## src/design/adm_pkg.sv

```systemverilog
/*
 Shared constants and types of the analog die mode controller and its
 companion microcontroller end. Assumes one 100 MHz clock for both ends.
*/
package adm_pkg;
	localparam logic [1:0] MODE_NORMAL = 2'h0;
	localparam logic [1:0] MODE_STOP   = 2'h1;
	localparam logic [1:0] MODE_SLEEP  = 2'h2;
	localparam logic [1:0] MODE_UNUSED = 2'h3;

	// Power status register layout: high byte reset cause, low byte wake source
	localparam int         CAUSE_LSB   = 8;
	localparam int         WAKE_LSB    = 0;
	localparam logic [7:0] CAUSE_NONE  = 8'h00;
	localparam logic [7:0] CAUSE_POR   = 8'h01;
	localparam logic [7:0] CAUSE_EXT   = 8'h02;
	localparam logic [7:0] WAKE_NONE   = 8'h00;
	localparam logic [7:0] WAKE_UV     = 8'h01;
	localparam logic [7:0] WAKE_LTC    = 8'h02;
	localparam logic [7:0] WAKE_EXT    = 8'h04;

	localparam int         LTC_WIDTH   = 16;
	localparam logic [15:0] LTC_MAX    = 16'hffff;
	localparam logic [15:0] LTC_ONE    = 16'h0001;
	localparam logic [15:0] LTC_ZERO   = 16'h0000;
	localparam logic [15:0] STAT_ZERO  = 16'h0000;

	// AXI4-Lite register map of the microcontroller end
	localparam logic [3:0] REG_CTRL    = 4'h0;
	localparam logic [3:0] REG_STATUS  = 4'h4;
	localparam logic [3:0] REG_WAKECLR = 4'h8;
	localparam logic [1:0] RESP_OKAY   = 2'h0;
	localparam logic [1:0] RESP_SLVERR = 2'h2;

	typedef enum logic [2:0] {
		ST_RESET, ST_NORMAL, ST_STOP_WAIT, ST_STOP, ST_SLEEP, ST_RECOVER, ST_INTER
	} adm_state_t;
endpackage : adm_pkg

```

## src/design/adm_link_if.sv

```systemverilog
/*
 Die-to-die link between the analog die mode controller and the
 microcontroller end. Assumes both ends share one clock.
*/
`timescale 1ns/1ps
`default_nettype none
interface adm_link_if (input wire logic clk);
	logic        modeWrite;
	logic [1:0]  modeData;
	logic        wakeClear;
	logic        mcuStopped;
	logic [15:0] powerStatus;
	logic        resetOutN;
	logic        wakeIrq;
	logic        lowPower;
	logic        intermediate;

	modport analog (input modeWrite, modeData, wakeClear, mcuStopped,
		output powerStatus, resetOutN, wakeIrq, lowPower, intermediate);
	modport mcu (output modeWrite, modeData, wakeClear, mcuStopped,
		input powerStatus, resetOutN, wakeIrq, lowPower, intermediate);
endinterface : adm_link_if
`default_nettype wire

```

## src/design/adm_analog_die.sv

```systemverilog
/*
 Analog die mode controller: Normal, Stop, Sleep, Intermediate and Reset
 states, rail gating, reset output and wake interrupt.
 Assumes supply monitor levels and wake events are synchronous to clk.
*/
// Implementation choices: the register offsets and the AXI4-Lite slave port.
`timescale 1ns/1ps
`default_nettype none
// Operation
// - Mode 10 enters Sleep, wake sources armed
// - Mode 01 enters Stop after clock stops
// - Microcontroller writes 00 for Normal mode
// - Low-power exits pass through Intermediate state
// - Intermediate accepts Stop or Sleep directly
// - Reset condition: reset low, defaults restored
// - Last reset cause in status high byte
// - Permanent supply low means power-on reset
// - Sleep wake releases reset after regulators
// - Stop wake restores supply, raises interrupt
// - Every wake flags its source
// - Interface and timer read-only until Normal; the interface only from a Stop write, not after Sleep entered from Normal
// - Wake reinitialises the window watchdog
// - Watchdog on oscillator clock, off in low-power
// - Microcontroller clears wake flag before re-entry
// - Microcontroller services interrupts before mode write
// - Undervoltage interrupt, cranking selects lower threshold
// - Lifetime counter runs, overflow wakes
// - Counter locked in Intermediate, restarts from zero
// - Microcontroller waits for PLL lock
// - Low-power: acquisition clocked from oscillator
// - Stop drops interface rail; Sleep both
// - Cranking return looks like undervoltage wake
module adm_analog_die
	import adm_pkg::*;
(
	input  wire logic    clk,
	input  wire logic    reset,
	// Link
	adm_link_if.analog   link,
	// Supply monitors and wake events
	input  wire logic    permSupplyLow,
	input  wire logic    extResetReq,
	input  wire logic    supplyBelowLow,
	input  wire logic    supplyBelowCrank,
	input  wire logic    crankingEnable,
	input  wire logic    regulatorsGood,
	input  wire logic    extWake,
	input  wire logic    crankReturn,
	input  wire logic    ltcTick,
	// Power and clock control
	output logic         mcuSupplyRail,
	output logic         mcuSupplyMain,
	output logic         interfaceSupplyRail,
	output logic         useLowpowerClock,
	output logic         watchdogEnable,
	output logic         watchdogInit,
	output logic         regsReadOnly,
	output logic         ltcAccessible,
	output logic         undervoltageIrq,
	output logic         lowvoltResetFlag,
	output logic [15:0]  lifetimeCount
);
	adm_state_t  state;
	adm_state_t  next_state;
	logic        fromStop;
	logic [7:0]  resetCause;
	logic [7:0]  wakeSource;
	logic        uvBelow;
	logic        uvPrev;
	logic        wakeEvent;
	logic [7:0]  next_wake;
	logic        anyReset;
	logic        ltcOverflow;

	assign anyReset    = reset || permSupplyLow || extResetReq;
	assign ltcOverflow = ltcTick && (lifetimeCount == LTC_MAX);
	assign uvBelow     = crankingEnable ? supplyBelowCrank : supplyBelowLow;

	always_comb begin
		next_wake = WAKE_NONE;
		if (crankReturn || uvBelow)
			next_wake = next_wake | WAKE_UV;
		if (ltcOverflow)
			next_wake = next_wake | WAKE_LTC;
		if (extWake)
			next_wake = next_wake | WAKE_EXT;
	end
	assign wakeEvent = next_wake != WAKE_NONE;

	always_comb begin
		next_state = state;
		unique case (state)
			ST_RESET:     next_state = ST_NORMAL;
			ST_NORMAL, ST_INTER: begin
				if (link.modeWrite && link.modeData == MODE_SLEEP)
					next_state = ST_SLEEP;
				else if (link.modeWrite && link.modeData == MODE_STOP)
					next_state = ST_STOP_WAIT;
				else if (link.modeWrite && link.modeData == MODE_NORMAL)
					next_state = ST_NORMAL;
			end
			ST_STOP_WAIT: if (link.mcuStopped)
				next_state = ST_STOP;
			ST_STOP, ST_SLEEP: if (wakeEvent)
				next_state = ST_RECOVER;
			ST_RECOVER: if (regulatorsGood)
				next_state = ST_INTER;
		endcase
	end

	always_ff @(posedge clk) begin
		if (anyReset)
			state <= ST_RESET;
		else
			state <= next_state;
	end

	always_ff @(posedge clk) begin
		if (anyReset)
			fromStop <= 1'b0;
		else if (state == ST_STOP)
			fromStop <= 1'b1;
		else if (state == ST_SLEEP)
			fromStop <= 1'b0;
	end

	always_ff @(posedge clk) begin
		if (permSupplyLow) begin
			resetCause       <= CAUSE_POR;
			lowvoltResetFlag <= 1'b1;
		end else if (extResetReq) begin
			resetCause <= CAUSE_EXT;
		end else if (reset) begin
			resetCause       <= CAUSE_NONE;
			lowvoltResetFlag <= 1'b0;
		end
	end

	// wake source, set wins over clear
	always_ff @(posedge clk) begin
		if (anyReset)
			wakeSource <= WAKE_NONE;
		else if ((state == ST_STOP || state == ST_SLEEP) && wakeEvent)
			wakeSource <= next_wake;
		else if (link.wakeClear)
			wakeSource <= WAKE_NONE;
	end

	always_ff @(posedge clk) begin
		if (anyReset)
			link.powerStatus <= STAT_ZERO;
		else
			link.powerStatus <= {resetCause, wakeSource};
	end

	always_ff @(posedge clk) begin
		if (anyReset)
			link.resetOutN <= 1'b0;
		else
			link.resetOutN <= !(state == ST_RESET || state == ST_SLEEP || next_state == ST_SLEEP
				|| (state == ST_RECOVER && !regulatorsGood && !fromStop));
	end

	always_ff @(posedge clk) begin
		if (anyReset)
			link.wakeIrq <= 1'b0;
		else
			link.wakeIrq <= state == ST_RECOVER && regulatorsGood && fromStop;
	end

	always_ff @(posedge clk) begin
		if (anyReset) begin
			mcuSupplyRail       <= 1'b1;
			mcuSupplyMain       <= 1'b1;
			interfaceSupplyRail <= 1'b1;
		end else begin
			mcuSupplyRail       <= !(next_state == ST_SLEEP || (next_state == ST_RECOVER && !fromStop
				&& state == ST_SLEEP));
			mcuSupplyMain       <= !(next_state == ST_STOP || next_state == ST_SLEEP);
			interfaceSupplyRail <= !(next_state == ST_STOP || next_state == ST_SLEEP);
		end
	end

	// clock held on oscillator until Normal
	always_ff @(posedge clk) begin
		if (anyReset) begin
			useLowpowerClock  <= 1'b0;
			link.lowPower     <= 1'b0;
			link.intermediate <= 1'b0;
		end else begin
			useLowpowerClock  <= next_state != ST_NORMAL && next_state != ST_RESET
				&& next_state != ST_STOP_WAIT;
			// Low power stands until the regulators are back
			link.lowPower     <= next_state == ST_STOP || next_state == ST_SLEEP || next_state == ST_RECOVER;
			link.intermediate <= next_state == ST_INTER;
		end
	end

	// watchdog in Normal and Intermediate; wake reinitialises
	always_ff @(posedge clk) begin
		if (anyReset) begin
			watchdogEnable <= 1'b0;
			watchdogInit   <= 1'b1;
		end else begin
			watchdogEnable <= next_state == ST_NORMAL || next_state == ST_INTER;
			watchdogInit   <= state == ST_RECOVER && regulatorsGood;
		end
	end

	// read-only from Stop write until Normal
	always_ff @(posedge clk) begin
		if (anyReset)
			regsReadOnly <= 1'b0;
		else if (next_state == ST_NORMAL)
			regsReadOnly <= 1'b0;
		else if (link.modeWrite && link.modeData == MODE_STOP)
			regsReadOnly <= 1'b1;
	end

	always_ff @(posedge clk) begin
		if (anyReset)
			ltcAccessible <= 1'b0;
		else
			ltcAccessible <= next_state == ST_NORMAL;
	end

	// counter runs, wraps to zero on overflow
	always_ff @(posedge clk) begin
		if (anyReset)
			lifetimeCount <= LTC_ZERO;
		else if (ltcOverflow)
			lifetimeCount <= LTC_ZERO;
		else if (ltcTick)
			lifetimeCount <= lifetimeCount + LTC_ONE;
	end

	always_ff @(posedge clk) begin
		if (anyReset) begin
			uvPrev          <= 1'b0;
			undervoltageIrq <= 1'b0;
		end else begin
			uvPrev          <= uvBelow;
			undervoltageIrq <= uvBelow && !uvPrev;
		end
	end
endmodule : adm_analog_die
`default_nettype wire

```

## src/flat_wrapper.sv

```systemverilog
// flat-port wrapper written by rule: the top's interface ports become plain ports
module adm_analog_die_flat import adm_pkg::*;
  (clk, reset, permSupplyLow, extResetReq, supplyBelowLow, supplyBelowCrank, crankingEnable, regulatorsGood, extWake, crankReturn, ltcTick, mcuSupplyRail, mcuSupplyMain, interfaceSupplyRail, useLowpowerClock, watchdogEnable, watchdogInit, regsReadOnly, ltcAccessible, undervoltageIrq, lowvoltResetFlag, lifetimeCount, link_modeWrite, link_modeData, link_wakeClear, link_mcuStopped, link_powerStatus, link_resetOutN, link_wakeIrq, link_lowPower, link_intermediate);
  adm_link_if link_i (.clk(clk));
  input  wire logic clk;
  input  wire logic reset;
  input  wire logic permSupplyLow;
  input  wire logic extResetReq;
  input  wire logic supplyBelowLow;
  input  wire logic supplyBelowCrank;
  input  wire logic crankingEnable;
  input  wire logic regulatorsGood;
  input  wire logic extWake;
  input  wire logic crankReturn;
  input  wire logic ltcTick;
  output logic mcuSupplyRail;
  output logic mcuSupplyMain;
  output logic interfaceSupplyRail;
  output logic useLowpowerClock;
  output logic watchdogEnable;
  output logic watchdogInit;
  output logic regsReadOnly;
  output logic ltcAccessible;
  output logic undervoltageIrq;
  output logic lowvoltResetFlag;
  output logic [15:0] lifetimeCount;
  input wire logic [$bits(link_i.modeWrite)-1:0] link_modeWrite;
  input wire logic [$bits(link_i.modeData)-1:0] link_modeData;
  input wire logic [$bits(link_i.wakeClear)-1:0] link_wakeClear;
  input wire logic [$bits(link_i.mcuStopped)-1:0] link_mcuStopped;
  output wire logic [$bits(link_i.powerStatus)-1:0] link_powerStatus;
  output wire logic [$bits(link_i.resetOutN)-1:0] link_resetOutN;
  output wire logic [$bits(link_i.wakeIrq)-1:0] link_wakeIrq;
  output wire logic [$bits(link_i.lowPower)-1:0] link_lowPower;
  output wire logic [$bits(link_i.intermediate)-1:0] link_intermediate;
  assign link_i.modeWrite = link_modeWrite;
  assign link_i.modeData = link_modeData;
  assign link_i.wakeClear = link_wakeClear;
  assign link_i.mcuStopped = link_mcuStopped;
  assign link_powerStatus = link_i.powerStatus;
  assign link_resetOutN = link_i.resetOutN;
  assign link_wakeIrq = link_i.wakeIrq;
  assign link_lowPower = link_i.lowPower;
  assign link_intermediate = link_i.intermediate;
  adm_analog_die u_core (.clk(clk), .reset(reset), .link(link_i), .permSupplyLow(permSupplyLow), .extResetReq(extResetReq), .supplyBelowLow(supplyBelowLow), .supplyBelowCrank(supplyBelowCrank), .crankingEnable(crankingEnable), .regulatorsGood(regulatorsGood), .extWake(extWake), .crankReturn(crankReturn), .ltcTick(ltcTick), .mcuSupplyRail(mcuSupplyRail), .mcuSupplyMain(mcuSupplyMain), .interfaceSupplyRail(interfaceSupplyRail), .useLowpowerClock(useLowpowerClock), .watchdogEnable(watchdogEnable), .watchdogInit(watchdogInit), .regsReadOnly(regsReadOnly), .ltcAccessible(ltcAccessible), .undervoltageIrq(undervoltageIrq), .lowvoltResetFlag(lowvoltResetFlag), .lifetimeCount(lifetimeCount));
endmodule
```

## config.mk

```make
export PLATFORM = sky130hd
export DESIGN_NAME = adm_analog_die_flat
export DESIGN_NICKNAME = d
export VERILOG_FILES = /design/src/design/adm_pkg.sv /design/src/design/adm_link_if.sv /design/src/design/adm_analog_die.sv /design/src/flat_wrapper.sv
export SDC_FILE = /design/constraint.sdc
export NUM_CORES = 1
export LEC_CHECK = 0
export BUFFER_PORTS_ARGS = -buffer_cell sky130_fd_sc_hd__buf_2
export CORE_MARGIN = 2
export CORE_UTILIZATION = 30
export CTS_CLUSTER_DIAMETER = 100
export DETAILED_ROUTE_END_ITERATION = 10
export PLACE_DENSITY = 0.63
export SYNTH_ARGS = -nofsm -noshare
export SYNTH_HDL_FRONTEND = slang
export SYNTH_SLANG_ARGS = --single-unit
```

## constraint.sdc

```tcl
create_clock -name clk -period 2.7 [get_ports clk]
set_clock_uncertainty 0.2 [all_clocks]
set_input_delay 0.135 -clock clk [delete_from_list [all_inputs] [get_ports clk]]
set_output_delay 0.135 -clock clk [all_outputs]
set_load 0.01 [all_outputs]
```

# Word level (Yosys, flattened, before mapping)
# Index checks and enable logic that the tools add are counted.
[word_totals] output_inout_bits=46 reg_bits=54 inputBits=16 word_cells=98
[classes] bitwise_logic=1 eq_ne=16 reduce_logical=43 addsub=1 n_mux=17
[ops] operator="two-way mux 3 bit" n=7
[ops] operator="equality test 3 bit (second input constant)" n=6
[ops] operator="adder 16 x 1 -> 16 bit (second input constant)" n=1
[ops] operator="equality test 16 bit (second input constant)" n=1
[ops] operator="two-way mux 8 bit" n=2
[ops] operator="case mux 3 bit (5 select lines)" n=1
[ops] operator="logical AND 1 bit" n=14
[ops] operator="logical OR 1 bit" n=11
[ops] operator="equality test 3 x 2 -> 1 bit (second input constant)" n=3
[ops] operator="nonzero test 8 bit" n=1
[ops] operator="OR reduction 2 bit" n=4
[ops] operator="equality test 3 x 1 -> 1 bit (second input constant)" n=2
[ops] operator="zero test 1 bit" n=6
[ops] operator="two-way mux 2 bit" n=3
[ops] operator="nonzero test 2 bit" n=3
[ops] operator="two-way mux 1 bit" n=4
[ops] operator="zero test 3 bit" n=1
[ops] operator="inequality test 3 x 1 -> 1 bit (second input constant)" n=1
[ops] operator="inequality test 3 x 2 -> 1 bit (second input constant)" n=1
[ops] operator="nonzero test 3 bit" n=1
[ops] operator="equality test 2 x 1 -> 1 bit (second input constant)" n=1
[ops] operator="equality test 2 bit (second input constant)" n=1
[ops] operator="zero test 2 bit" n=1
[ops] operator="AND reduction 2 bit" n=1
[ops] operator="NOT 1 bit" n=1

# Longest topological paths before layout
# Gate-level depths: netlist (run 1).
[depth] depth_word=13 mapped_depth=7 depth_no_buf=7

# Worst setup path after synthesis (run 1)
# No wires, ideal clock.
[synth_path] kind="flip-flop to flip-flop" startpoint="register u_core.lifetimeCount[0]" endpoint="register u_core.watchdogEnable" path_stages_with_launch=8 synth_period_minus_slack_ns=2.108 t_arrival_ns=1.791 path_slack_ns=0.592 required_time_ns=2.383 n_path_buf=0 setup_ns=0.117 path_cell_list="dfxtp_1 ha_1 nand4_2 and4bb_4 nor3_2 o221a_4 nor2b_4 a22o_1"
[synth_between] elab_chain_cells=9 elab_cells_between_ends=10 classes_between="3 x eq/ne; 4 x mux; 3 x reduce/logical"
[synth_lines] element="start, declared" line_no="adm_analog_die.sv:61" text="output logic [15:0] lifetimeCount"
[synth_lines] element="start signal, assigned" line_no="adm_analog_die.sv:234" text="lifetimeCount <= lifetimeCount + LTC_ONE;"
[synth_lines] element="equality test 16 bit (*)" line_no="adm_analog_die.sv:76" text="assign ltcOverflow = ltcTick && (lifetimeCount == LTC_MAX);"
[synth_lines] element="logical AND 1 bit (*)" line_no="adm_analog_die.sv:76"
[synth_lines] element="two-way mux 2 bit (*)" line_no="adm_analog_die.sv:83" text="if (ltcOverflow)"
[synth_lines] element="two-way mux 3 bit (*)" line_no="adm_analog_die.sv:85" text="if (extWake)"
[synth_lines] element="nonzero test 8 bit (*)" line_no="adm_analog_die.sv:88" text="assign wakeEvent = next_wake != WAKE_NONE;"
[synth_lines] element="two-way mux 3 bit (*)" line_no="adm_analog_die.sv:104" text="ST_STOP, ST_SLEEP: if (wakeEvent)"
[synth_lines] element="case mux 3 bit (5 select lines) (*)" line_no="adm_analog_die.sv:92" text="unique case (state)"
[synth_lines] element="equality test 3 x 1 -> 1 bit / equality test 3 bit (equally long branches)" line_no="adm_analog_die.sv:205" text="watchdogEnable <= next_state == ST_NORMAL || next_state == ST_INTER;"
[synth_lines] element="logical OR 1 bit (*)" line_no="adm_analog_die.sv:205"
[synth_lines] element="end signal, assigned" line_no="adm_analog_die.sv:202" text="watchdogEnable <= 1'b0;"
[synth_lines] element="end signal, assigned" line_no="adm_analog_die.sv:205"
[synth_lines] element="end, declared" line_no="adm_analog_die.sv:55" text="output logic watchdogEnable,"
# Every way passes the cells marked *; elsewhere a longest branch is shown, timed or not.
# A chain may end at the register's enable or synchronous reset.

# Worst setup path in the final report (run 1)
[layout_path] startpoint="input port supplyBelowLow" endpoint="register u_core.wakeSource[2]"
[layout_between] elab_chain_cells=8 elab_cells_between_ends=9 classes_between="5 x mux; 4 x reduce/logical"
[layout_lines] element="start, declared" line_no="flat_wrapper.sv:9" text="input wire logic supplyBelowLow;"
[layout_lines] element="two-way mux 1 bit (*)" line_no="adm_analog_die.sv:77" text="assign uvBelow = crankingEnable ? supplyBelowCrank : supplyBelowLow;"
[layout_lines] element="logical OR 1 bit (*)" line_no="adm_analog_die.sv:81" text="if (crankReturn || uvBelow)"
[layout_lines] element="two-way mux 1 bit (*)" line_no="adm_analog_die.sv:81"
[layout_lines] element="two-way mux 2 bit (*)" line_no="adm_analog_die.sv:83"
[layout_lines] element="two-way mux 3 bit (*)" line_no="adm_analog_die.sv:85"
[layout_lines] element="nonzero test 8 bit (*)" line_no="adm_analog_die.sv:88"
[layout_lines] element="logical AND 1 bit (*)" line_no="adm_analog_die.sv:143" text="else if ((state == ST_STOP || state == ST_SLEEP) && wakeEvent)"
[layout_lines] element="two-way mux 8 bit / nonzero test 2 bit (equally long branches)"
[layout_lines] element="end signal, assigned" line_no="adm_analog_die.sv:144" text="wakeSource <= next_wake;"
[layout_lines] element="end, declared" line_no="adm_analog_die.sv:67" text="logic [7:0] wakeSource;"
# Marks and branches as above.

==> metrics.txt, run 1 <==
Crit path required time=2740 ps; worst stage delay on the critical path=530 ps; Post-layout nets=273; drc violations=0; outcome=complete, no violations; kind of capture point of the worst setup path=flop; Max FO, Critical Path=3; endpoint arrival time on the critical path=2480 ps; register bit total from synthesis=44; number of top-level design ports=62; setup-violating endpoint count in the final report=0; global-route congestion overflow total=0; kind of cell adding the most delay to the critical path=buffers and inverters; vias per cell=4.544; dpl ws=540.5 ps; GRT Util Overall=12.08%; leading cell type by number of instances after synthesis=sky130_fd_sc_hd__dfxtp_1; worst hold slack across all endpoints=13.96 ps; startpoint of the most critical setup path=supplyBelowLow; clock tree root driver cell=sky130_fd_sc_hd__clkbuf_8; max-slew violation total from the final report=0; fmax=0.4090 GHz; detailed-route wire length=3934 µm; Synth Flop Type=sky130_fd_sc_hd__dfxtp_1; TritonCTS clock tree=done; top post-synthesis cells by count=sky130_fd_sc_hd__dfxtp_1 (44), sky130_fd_sc_hd__nor2_1 (28), sky130_fd_sc_hd__buf_4 (12), sky130_fd_sc_hd__xor2_1 (12); setup repair after global routing missed its margin=no; Seq/Total Area, Yosys=47.54%; Antenna Diode Count=0; Port Buffer Count=50; wire length of the first global-routing pass=6216 µm; Placement Rows=28; total core area=5956 µm²; worst setup slack after layout=255.1 ps; number of global-route vias before repair=1347; total number of vias=1504; count of cell types in the netlist=46; startpoint of the lowest-slack register-to-register path=u_core.lifetimeCount[0]; cell types with the largest area share after synthesis=sky130_fd_sc_hd__dfxtp_1 (48%), sky130_fd_sc_hd__nor2_1 (5.7%), sky130_fd_sc_hd__xor2_1 (5.7%); fin crit period=2445 ps; Worst Tran Pin Value=595.9 ps; HP Start=supplyBelowCrank; Period Utilization, post-route=90.55%; post-route ant nets=0; areal power density over the cells=557.0 nW/µm²; # clock sinks=44; kind of start point of the critical path=primary input; FFs w/ async S/R, synth=0%; Worst Setup Path Type=primary input to flop; Die X-Extent=82.59 µm; H-tree depth=2; Starting Density=31.11%; clock latency on the worst-skew pair=290 ps; max-cap violation count=0; cells after synthesis=196; area of the die=6821 µm²; Post CTS Setup Buffer Count=0; worst min path class=primary input to flop; VDD IR-drop max=0.0002918 V; Detail Placement HPWL=2842 µm; area share of the leading cell type in the synthesized netlist=47.54%; gpl congestion=0.8202; Post-Route Setup TNS=0 ps; initial antenna violation count=0; Area Overhead vs Synth=27.14%; worst max-slew margin expressed relative to the limit=59.85%; total of warnings raised by yosys=0; drt first pass iters=4; per-cell routed wire length=11.89 µm; Netlist Area Pre-Place=1853 µm²; Mean Syn Cell Area=9.454 µm²; cell leakage power=0.001021 µW; total CTS buffers=5; sequence of cells on the critical path=dlygate4sd3_1 -> buf_2 -> mux2i_1 -> nand2b_1 -> nor3_2 -> nor2_1 -> nor2_1 -> a22o_1 -> dlygate4sd3_1; number of filler cells placed in the layout=628; pin count of the biggest net entering global routing=15; Post-synth EDFFs=0; number of buffer and inverter instances along the worst setup path=3; Crit-path slowest cell=sky130_fd_sc_hd__dlygate4sd3_1; Die Ht=82.59 µm; fraction of layout instances using a drive strength above 1=26.56%; Detailed Route Iter0 Violations=44; cell taking the most area after synthesis=sky130_fd_sc_hd__dfxtp_1; number of hold violations in the final report=0; clock-pin slew on the worst setup and hold paths=80 ps; buffer depth of the longest clock path=2
## worst min-delay path, stage by stage
cell	delay, ps
sky130_fd_sc_hd__buf_2	80
sky130_fd_sc_hd__mux2i_1	110
sky130_fd_sc_hd__nor3_1	130
## worst paths after layout
path / end / slack, ps / depth (start not counted)
max: u_core.wakeSource[2] / 260 / 9
max reg2reg: u_core.wakeSource[2] / 280 / 8
min: u_core.undervoltageIrq / 10 / 3
min reg2reg: u_core.undervoltageIrq / 200 / 1
## cell type report
cell class / count / area [µm²] / share of cell area (%)
clock inverters: 2 / 60.06 / 2.549
clock buffers: 5 / 68.82 / 2.921
multi-input cells: 139 / 875.8 / 37.17
flip-flops and latches: 44 / 880.8 / 37.39
repair buffers: 61 / 357.8 / 15.19
inverters: 5 / 18.77 / 0.7966
well taps: 75 / 93.84 / 3.983
## registers in the layout, summed over array words and instances (netlist names), 2 cells and up
name / flops
u_core.link.powerStatus: 5
u_core.lifetimeCount: 16
u_core.resetCause: 2
u_core.wakeSource: 3
u_core.state: 3
## metrics by stage
| stage | util (%) | std cells | cell area (µm²) | total power, µW |
|---|---|---|---|---|
| final | 39.56 | 331 | 2356 | 1312 |
| after global routing | 39.56 | 331 | 2356 | 1368 |
| after CTS | 39.56 | 331 | 2356 | 1332 |
| after detailed placement | 35.71 | 314 | 2127 | 739.6 |
| after global placement | 35.71 | 314 | 2127 | 738.5 |
| after floorplan | - | 206 | 1891 | 723.6 |
## layer usage
layer | GRT usage, % | vias up | share of wire [%]
li1 | - | 758 | -
met1 | 16.07 | 685 | 48
met2 | 18.71 | 56 | 44
met3 | 2.935 | 5 | 7.3
met4 | 4.918 | 0 | 0.97
met5 | 0 | - | 0
## cell families after synthesis
kind of cell,after synthesis,share of synthesized area (%)
adders and majority gates,1,0.6751
muxes,2,1.080
and+or+nand+nor,85,25.73
other,1,0.2024
buffers and inverters,23,7.225
AOI/OAI and AO/OA,24,9.994
DFF,44,47.54
xor gates and xnor gates,16,7.562
## placed cells by master, fill, tap and decap left out, types with 3 or more instances in the layout
cell and count:
sky130_fd_sc_hd__buf_2 50, sky130_fd_sc_hd__dfxtp_1 44, sky130_fd_sc_hd__nor2_1 28, sky130_fd_sc_hd__xor2_1 12
sky130_fd_sc_hd__conb_1 11, sky130_fd_sc_hd__dlygate4sd3_1 10, sky130_fd_sc_hd__and2_1 8, sky130_fd_sc_hd__nand2_1 8
sky130_fd_sc_hd__nor3_1 7, sky130_fd_sc_hd__nor2b_1 5, sky130_fd_sc_hd__a21oi_1 5, sky130_fd_sc_hd__nand3_1 5
sky130_fd_sc_hd__inv_1 5, sky130_fd_sc_hd__clkbuf_8 5, sky130_fd_sc_hd__nand4_1 4, sky130_fd_sc_hd__a22o_1 4
sky130_fd_sc_hd__xnor2_1 4, sky130_fd_sc_hd__nand2b_1 3, sky130_fd_sc_hd__o21ai_0 3, sky130_fd_sc_hd__and3_1 3
## where the power goes
part | total [µW] | switching, µW | internal, µW | leakage (µW)
Sequential | 660 | 3.93 | 656 | 0.000356
Clock | 577 | 213 | 364 | 0.0000642
Combinational | 75.2 | 41.7 | 33.6 | 0.000600
## timing repair
action / 4_1_cts / 5_1_grt
setup endpoints to repair: 0 / 0
gates resized for setup: 0 / 0
hold buffers: 10 / 0
hold endpoints to repair: 11 / 0
No activity file was read; power rests on OpenSTA's default activity.
==> run 2: changes to the inputs <==
--- a/config.mk
+++ b/config.mk
@@ -10,6 +10,7 @@
 export CORE_UTILIZATION = 30
 export CTS_CLUSTER_DIAMETER = 100
 export DETAILED_ROUTE_END_ITERATION = 10
+export GPL_TIMING_DRIVEN = 0
 export PLACE_DENSITY = 0.63
 export SYNTH_ARGS = -nofsm -noshare
 export SYNTH_HDL_FRONTEND = slang
==> run 2 against run 1 <==
The flow now finishes with violations (hold timing). Combinational power rose by 20%. Fmax fell by 0.63%. Die area did not move. Count of clock-buffer cells in the layout did not move. Global-route usage rose by 0.38 points. Clock power fell by 27%.
==> metrics.txt, run 2 (synthesis results as in run 1) <==
post-place instance area=2235 µm² (+5.1%); fmax=0.4064 GHz (-0.63%); combinational fraction of design power=7.7% (+2.0 points); Post-layout nets=292 (+7.0%); Placement Rows=28 (unchanged); flip-flop count of the largest register after layout=16 (unchanged); Period Utilization, post-route=91.13% (+0.58 points); drt first pass iters=4 (unchanged); total number of vias=1530 (+1.7%); total core area=5956 µm² (unchanged); Antenna Diode Count=0 (unchanged); dpl ws=470.7 ps (-69.76 ps); worst setup slack after layout=239.5 ps (-15.61 ps); summed area of non-filler cells in the final layout=2447 µm² (+3.9%); clock latency on the worst-skew pair=300 ps (about the same); endpoint arrival time on the critical path=2500 ps (+20 ps); setup-violating endpoint count in the final report=0 (unchanged); fraction of layout instances using a drive strength above 1=29.71% (+3.1 points); Die Ht=82.59 µm (unchanged); worst hold slack across all endpoints=-1.497 ps (-15.45 ps); startpoint of the most critical setup path=supplyBelowLow; number of top-level design ports=62 (unchanged); detailed-route wire length=3974 µm (+1.0%); clock-pin slew on the worst setup and hold paths=90 ps (about the same); total CTS buffers=5 (unchanged); max-cap violation count=0 (unchanged); number of filler cells placed in the layout=621 (-1.1%); internal power summed over all cells=885.3 µW (-16%); cell leakage power=0.001081 µW (+6.0%); Worst Setup Path Type=primary input to flop; global-route congestion overflow total=0 (unchanged); # clock sinks=44 (unchanged); Worst Tran Pin Value=534.8 ps (-61.14 ps); fin crit period=2461 ps (+15.61 ps); number of cells on the worst hold path=3 (unchanged); per-cell routed wire length=11.32 µm (-4.7%); Post CTS Setup Buffer Count=0 (unchanged); outcome=complete, but fails checks; H-tree depth=2 (unchanged); switching fraction of total power=24.29% (+4.6 points); VDD IR-drop max=0.0001813 V (-38%); number of hold violations in the final report=1 (+1); post-route ant nets=0 (unchanged); share of total power in sequential cells=56.3% (+6.0 points); clock tree root driver cell=sky130_fd_sc_hd__clkbuf_8; Most flops, register=u_core.lifetimeCount; reg2reg end=u_core.wakeSource[2]; Detailed Route Iter0 Violations=36 (-18%); P_sw=284.1 µW (+9.9%); worst min path class=primary input to flop; setup repair after global routing missed its margin=no; areal power density over the cells=477.8 nW/µm² (-14%); startpoint of the lowest-slack register-to-register path=u_core.lifetimeCount[0]; Die X-Extent=82.59 µm (unchanged); Crit path required time=2740 ps (about the same); kind of capture point of the worst setup path=flop; Post-Route Setup TNS=0 ps (unchanged); area of the die=6821 µm² (unchanged); CP Capture Point=u_core.wakeSource[2]; kind of start point of the critical path=primary input; fraction of power consumed by the clock network=35.9% (-8.1 points); reg-to-reg slack, setup=250 ps (-30 ps); buffer depth of the longest clock path=2 (unchanged); CTS-repair resized insts=0 (unchanged); biggest registers after layout=u_core.lifetimeCount x16, u_core.link.powerStatus x5; drc violations=0 (unchanged); number of global-route vias before repair=1418 (+5.3%); wire length of the first global-routing pass=6423 µm (+3.3%); pin count of the biggest net entering global routing=16 (+1); vias per cell=4.359 (-4.1%); GRT Util Overall=12.46% (+0.38 points); most used cells in the layout excluding fill and tap cells=sky130_fd_sc_hd__buf_2 (52), sky130_fd_sc_hd__dfxtp_1 (44), sky130_fd_sc_hd__nor2_1 (28); Area Overhead vs Synth=32.07%; worst max-slew margin expressed relative to the limit=64.35% (+4.5 points); Detail Placement HPWL=3013 µm (+6.0%); Max FO, Critical Path=3 (unchanged); initial antenna violation count=0 (unchanged); Starting Density=31.11% (unchanged); Port Buffer Count=50 (unchanged); FF-to-FF path depth=8 (unchanged); TritonCTS clock tree=done; max-slew violation total from the final report=0 (unchanged); gpl congestion=0.7907 (-3.6%); commonest non-fill, non-tap cell in the layout=sky130_fd_sc_hd__buf_2; violated checks=hold timing
[run 2: cell count changes in the layout (fill, tap and decap cells not counted), sizes merged]
cell,delta
clkinvlp,+2
buf,+13
bufinv,-2
dlygate4sd3,+2
clkinv,+1
clkbuf,+4
[run 2: power by group through the flow]
| stage | registers [µW] | clock network, µW | logic [µW] |
|---|---|---|---|
| floorplan | 676 | 0 | 47.1 |
| global placement | 674 | 0 | 76.7 |
| detailed placement | 674 | 0 | 77.8 |
| CTS | 659 | 437 | 91.0 |
| global route | 660 | 464 | 100 |
| finish | 659 | 420 | 90.6 |
[run 2: worst min path at each step]
stage / startpoint / endpoint / slack [ps]
final: supplyBelowCrank / u_core.undervoltageIrq / -1
after global placement: permSupplyLow / u_core.lowvoltResetFlag / 170
after detailed placement: permSupplyLow / u_core.lowvoltResetFlag / 170
after floorplan: permSupplyLow / u_core.lowvoltResetFlag / 20
after CTS: extResetReq / u_core.ltcAccessible / 10
after global routing: extResetReq / u_core.ltcAccessible / 30
[run 2: what timing repair did]
| action | 4_1_cts | 5_1_grt |
|---|---|---|
| hold endpoints to repair | 12 | 0 |
| endpoints found under the setup margin | 0 | 0 |
| hold buffers | 12 | 0 |
[run 2: stage by stage]
stage | hold WS (ps) | utilization [%] | cells | power (µW)
after global routing | 26.38 | 41.09 | 351 | 1224
final | -1.497 | 41.09 | 351 | 1169
after CTS | 13.48 | 41.09 | 351 | 1187
after floorplan | 20.95 | - | 206 | 723.6
after global placement | 169.7 | 37.52 | 331 | 750.7
after detailed placement | 170.8 | 37.52 | 331 | 752.0
[run 2: critical path, stage by stage]
cell and delay (ps):
sky130_fd_sc_hd__dlygate4sd3_1 530, sky130_fd_sc_hd__buf_2 120, sky130_fd_sc_hd__mux2i_1 240, sky130_fd_sc_hd__nand2b_1 190
sky130_fd_sc_hd__nor3_2 310, sky130_fd_sc_hd__nor2_1 90, sky130_fd_sc_hd__nor2_1 190, sky130_fd_sc_hd__a22o_1 160
sky130_fd_sc_hd__dlygate4sd3_1 540
[run 2: area by class of cell]
| class | instances | area (µm²) | share of cell area [%] |
|---|---|---|---|
| multi-input cells | 139 | 875.8 | 35.79 |
| inverters | 5 | 18.77 | 0.7669 |
| clock buffers | 5 | 68.82 | 2.812 |
| repair buffers | 62 | 370.4 | 15.13 |
| plain buffers | 18 | 115.1 | 4.703 |
| flip-flops and latches | 44 | 880.8 | 35.99 |
| clock inverters | 3 | 23.77 | 0.9714 |
| well taps | 75 | 93.84 | 3.834 |
[run 2: routing by layer]
metal / up-vias / track usage (%) / share of wire [%]
met2: 50 / 20.40 / 45
met4: 0 / 6.066 / 1.7
met3: 7 / 2.935 / 6.8
met5: - / 0 / 0
li1: 797 / - / -
met1: 676 / 15.33 / 47
==> run 3: changes to the inputs <==
--- a/config.mk
+++ b/config.mk
@@ -8,6 +8,7 @@
 export BUFFER_PORTS_ARGS = -buffer_cell sky130_fd_sc_hd__buf_2
 export CORE_MARGIN = 2
 export CORE_UTILIZATION = 30
+export CTS_BUF_LIST = sky130_fd_sc_hd__clkbuf_4
 export CTS_CLUSTER_DIAMETER = 100
 export DETAILED_ROUTE_END_ITERATION = 10
 export GPL_TIMING_DRIVEN = 0
==> run 3 against run 2 <==
The flow now finishes without violations. Highest routed layer unchanged. Cell area is 0.46% lower. Non-clock buffer count is 2 higher. Sequential power hardly changed. Register-to-register slack hardly changed. Combinational power is 2% higher. Critical path depth is 1 lower. Hold slack better by 11 ps. Worst setup slack worse by 1.5 ps. Critical endpoint unchanged. Largest power group unchanged. Cell count is 0.57% higher.
==> metrics.txt, run 3 (synthesis results as in run 1) <==
clock-pin slew on the worst setup and hold paths=130 ps (+40 ps); max-cap violation count=0 (unchanged); Most flops, register=u_core.lifetimeCount; Crit path required time=2760 ps (+20 ps); CTS Hold Buffers Added=14 (+2); area of the die=6821 µm² (unchanged); total core area=5956 µm² (unchanged); Die Ht=82.59 µm (unchanged); kind of capture point of the worst setup path=flop; cell leakage power=0.001075 µW (-0.62%); fmax=0.4062 GHz (about the same); most used cells in the layout excluding fill and tap cells=sky130_fd_sc_hd__buf_2 (52), sky130_fd_sc_hd__dfxtp_1 (44), sky130_fd_sc_hd__nor2_1 (28); pin count of the biggest net entering global routing=16 (unchanged); Max FO, Critical Path=4 (+1); clock tree root driver cell=sky130_fd_sc_hd__clkbuf_4; post-route ant nets=0 (unchanged); CTS-repair resized insts=0 (unchanged); total number of vias=1542 (+0.78%); # clock sinks=44 (unchanged); number of top-level design ports=62 (unchanged); summed area of non-filler cells in the final layout=2436 µm² (-0.46%); setup repair after global routing missed its margin=no; Port Buffer Count=50 (unchanged); initial antenna violation count=0 (unchanged); Worst Tran Pin Value=517.8 ps (-16.93 ps); worst max-slew margin expressed relative to the limit=65.11% (+0.76 points); Post CTS Setup Buffer Count=0 (unchanged); Starting Density=31.11% (unchanged); Post-Route Setup TNS=0 ps (unchanged); Area Overhead vs Synth=31.47%; drc violations=0 (unchanged); buffer depth of the longest clock path=2 (unchanged); endpoint arrival time on the critical path=2520 ps (+20 ps); VDD IR-drop max=0.0002281 V (+26%); worst min path class=primary input to flop; post-place instance area=2235 µm² (unchanged); number of hold violations in the final report=0 (-1); total CTS buffers=5 (unchanged); gpl congestion=0.7907 (unchanged); Die X-Extent=82.59 µm (unchanged); setup-violating endpoint count in the final report=0 (unchanged); vias per cell=4.368 (+0.21%); outcome=complete, no violations; global-route congestion overflow total=0 (unchanged); GRT Util Overall=12.60% (+0.14 points); fraction of layout instances using a drive strength above 1=29.50% (-0.21 points); fin crit period=2462 ps (+1.470 ps); commonest non-fill, non-tap cell in the layout=sky130_fd_sc_hd__buf_2; flip-flop count of the largest register after layout=16 (unchanged); clock latency on the worst-skew pair=370 ps (+70 ps); areal power density over the cells=447.5 nW/µm² (-6.4%); Detail Placement HPWL=3013 µm (unchanged); Post-layout nets=294 (+0.68%); Antenna Diode Count=0 (unchanged); H-tree depth=2 (unchanged); Worst Setup Path Type=flop to flop; Detailed Route Iter0 Violations=44 (+22%); per-cell routed wire length=11.41 µm (+0.81%); wire length of the first global-routing pass=6499 µm (+1.2%); TritonCTS clock tree=done; number of global-route vias before repair=1436 (+1.3%); detailed-route wire length=4029 µm (+1.4%); Placement Rows=28 (unchanged); biggest registers after layout=u_core.lifetimeCount x16, u_core.link.powerStatus x5; drt first pass iters=4 (unchanged); kind of start point of the critical path=flop; max-slew violation total from the final report=0 (unchanged); Period Utilization, post-route=91.18% (about the same)
-- run 3: changes by cell type in the layout (fill, tap and decap cells not counted), sizes merged --
cell         delta
dlygate4sd3     +2
-- run 3: power breakdown --
group | switching, µW | internal, µW
clock | 235 | 103
sequential | 2.59 | 657
combinational | 45.1 | 47.5
total | 283 | 808
-- run 3: critical path, cell delays in order (launching register included) --
cell	delay (ps)
sky130_fd_sc_hd__dfxtp_1	430
sky130_fd_sc_hd__ha_1	210
sky130_fd_sc_hd__nand4_2	160
sky130_fd_sc_hd__and4bb_4	380
sky130_fd_sc_hd__nor3_2	70
sky130_fd_sc_hd__nor2_1	110
sky130_fd_sc_hd__nor2_1	80
sky130_fd_sc_hd__a22o_1	180
sky130_fd_sc_hd__dlygate4sd3_1	550
-- run 3: stage by stage --
step | total power, µW | instances | setup slack, ps | util (%) | hold slack (ps)
after floorplan | 723.6 | 206 | 592.2 | - | 20.95
after global placement | 750.7 | 331 | 522.6 | 37.52 | 169.7
after detailed placement | 752.0 | 331 | 470.7 | 37.52 | 170.8
after CTS | 1102 | 353 | 248.6 | 40.90 | 3.664
after global routing | 1136 | 353 | 92.17 | 40.90 | 13.67
final | 1090 | 353 | 238.0 | 40.90 | 9.570
-- run 3: area by class of cell --
class | instances | area (µm²)
Fill cell | 619 | 3520
Timing Repair Buffer | 64 | 390.4
Inverter | 5 | 18.77
Buffer | 18 | 115.1
Clock buffer | 5 | 37.54
Sequential cell | 44 | 880.8
Tap cell | 75 | 93.84
Multi-Input combinational cell | 139 | 875.8
Clock inverter | 3 | 23.77
-- run 3: final timing paths --
check	slack, ps	end	cells past startpoint	startpoint
worst max-delay path	240	u_core.wakeSource[2]	8	u_core.lifetimeCount[0]
worst max register to register	240	u_core.wakeSource[2]	8	u_core.lifetimeCount[0]
worst min register to register	200	u_core.undervoltageIrq	1	u_core.uvPrev
worst min-delay path	10	u_core.wakeSource[0]	3	crankReturn
-- run 3: layer usage --
layer	up-vias	global-route usage, %	routed length [µm]
met3	7	2.935	265
met1	686	15.33	1917
li1	801	-	-
met5	-	0	0
met2	48	20.89	1775
met4	0	6.066	72
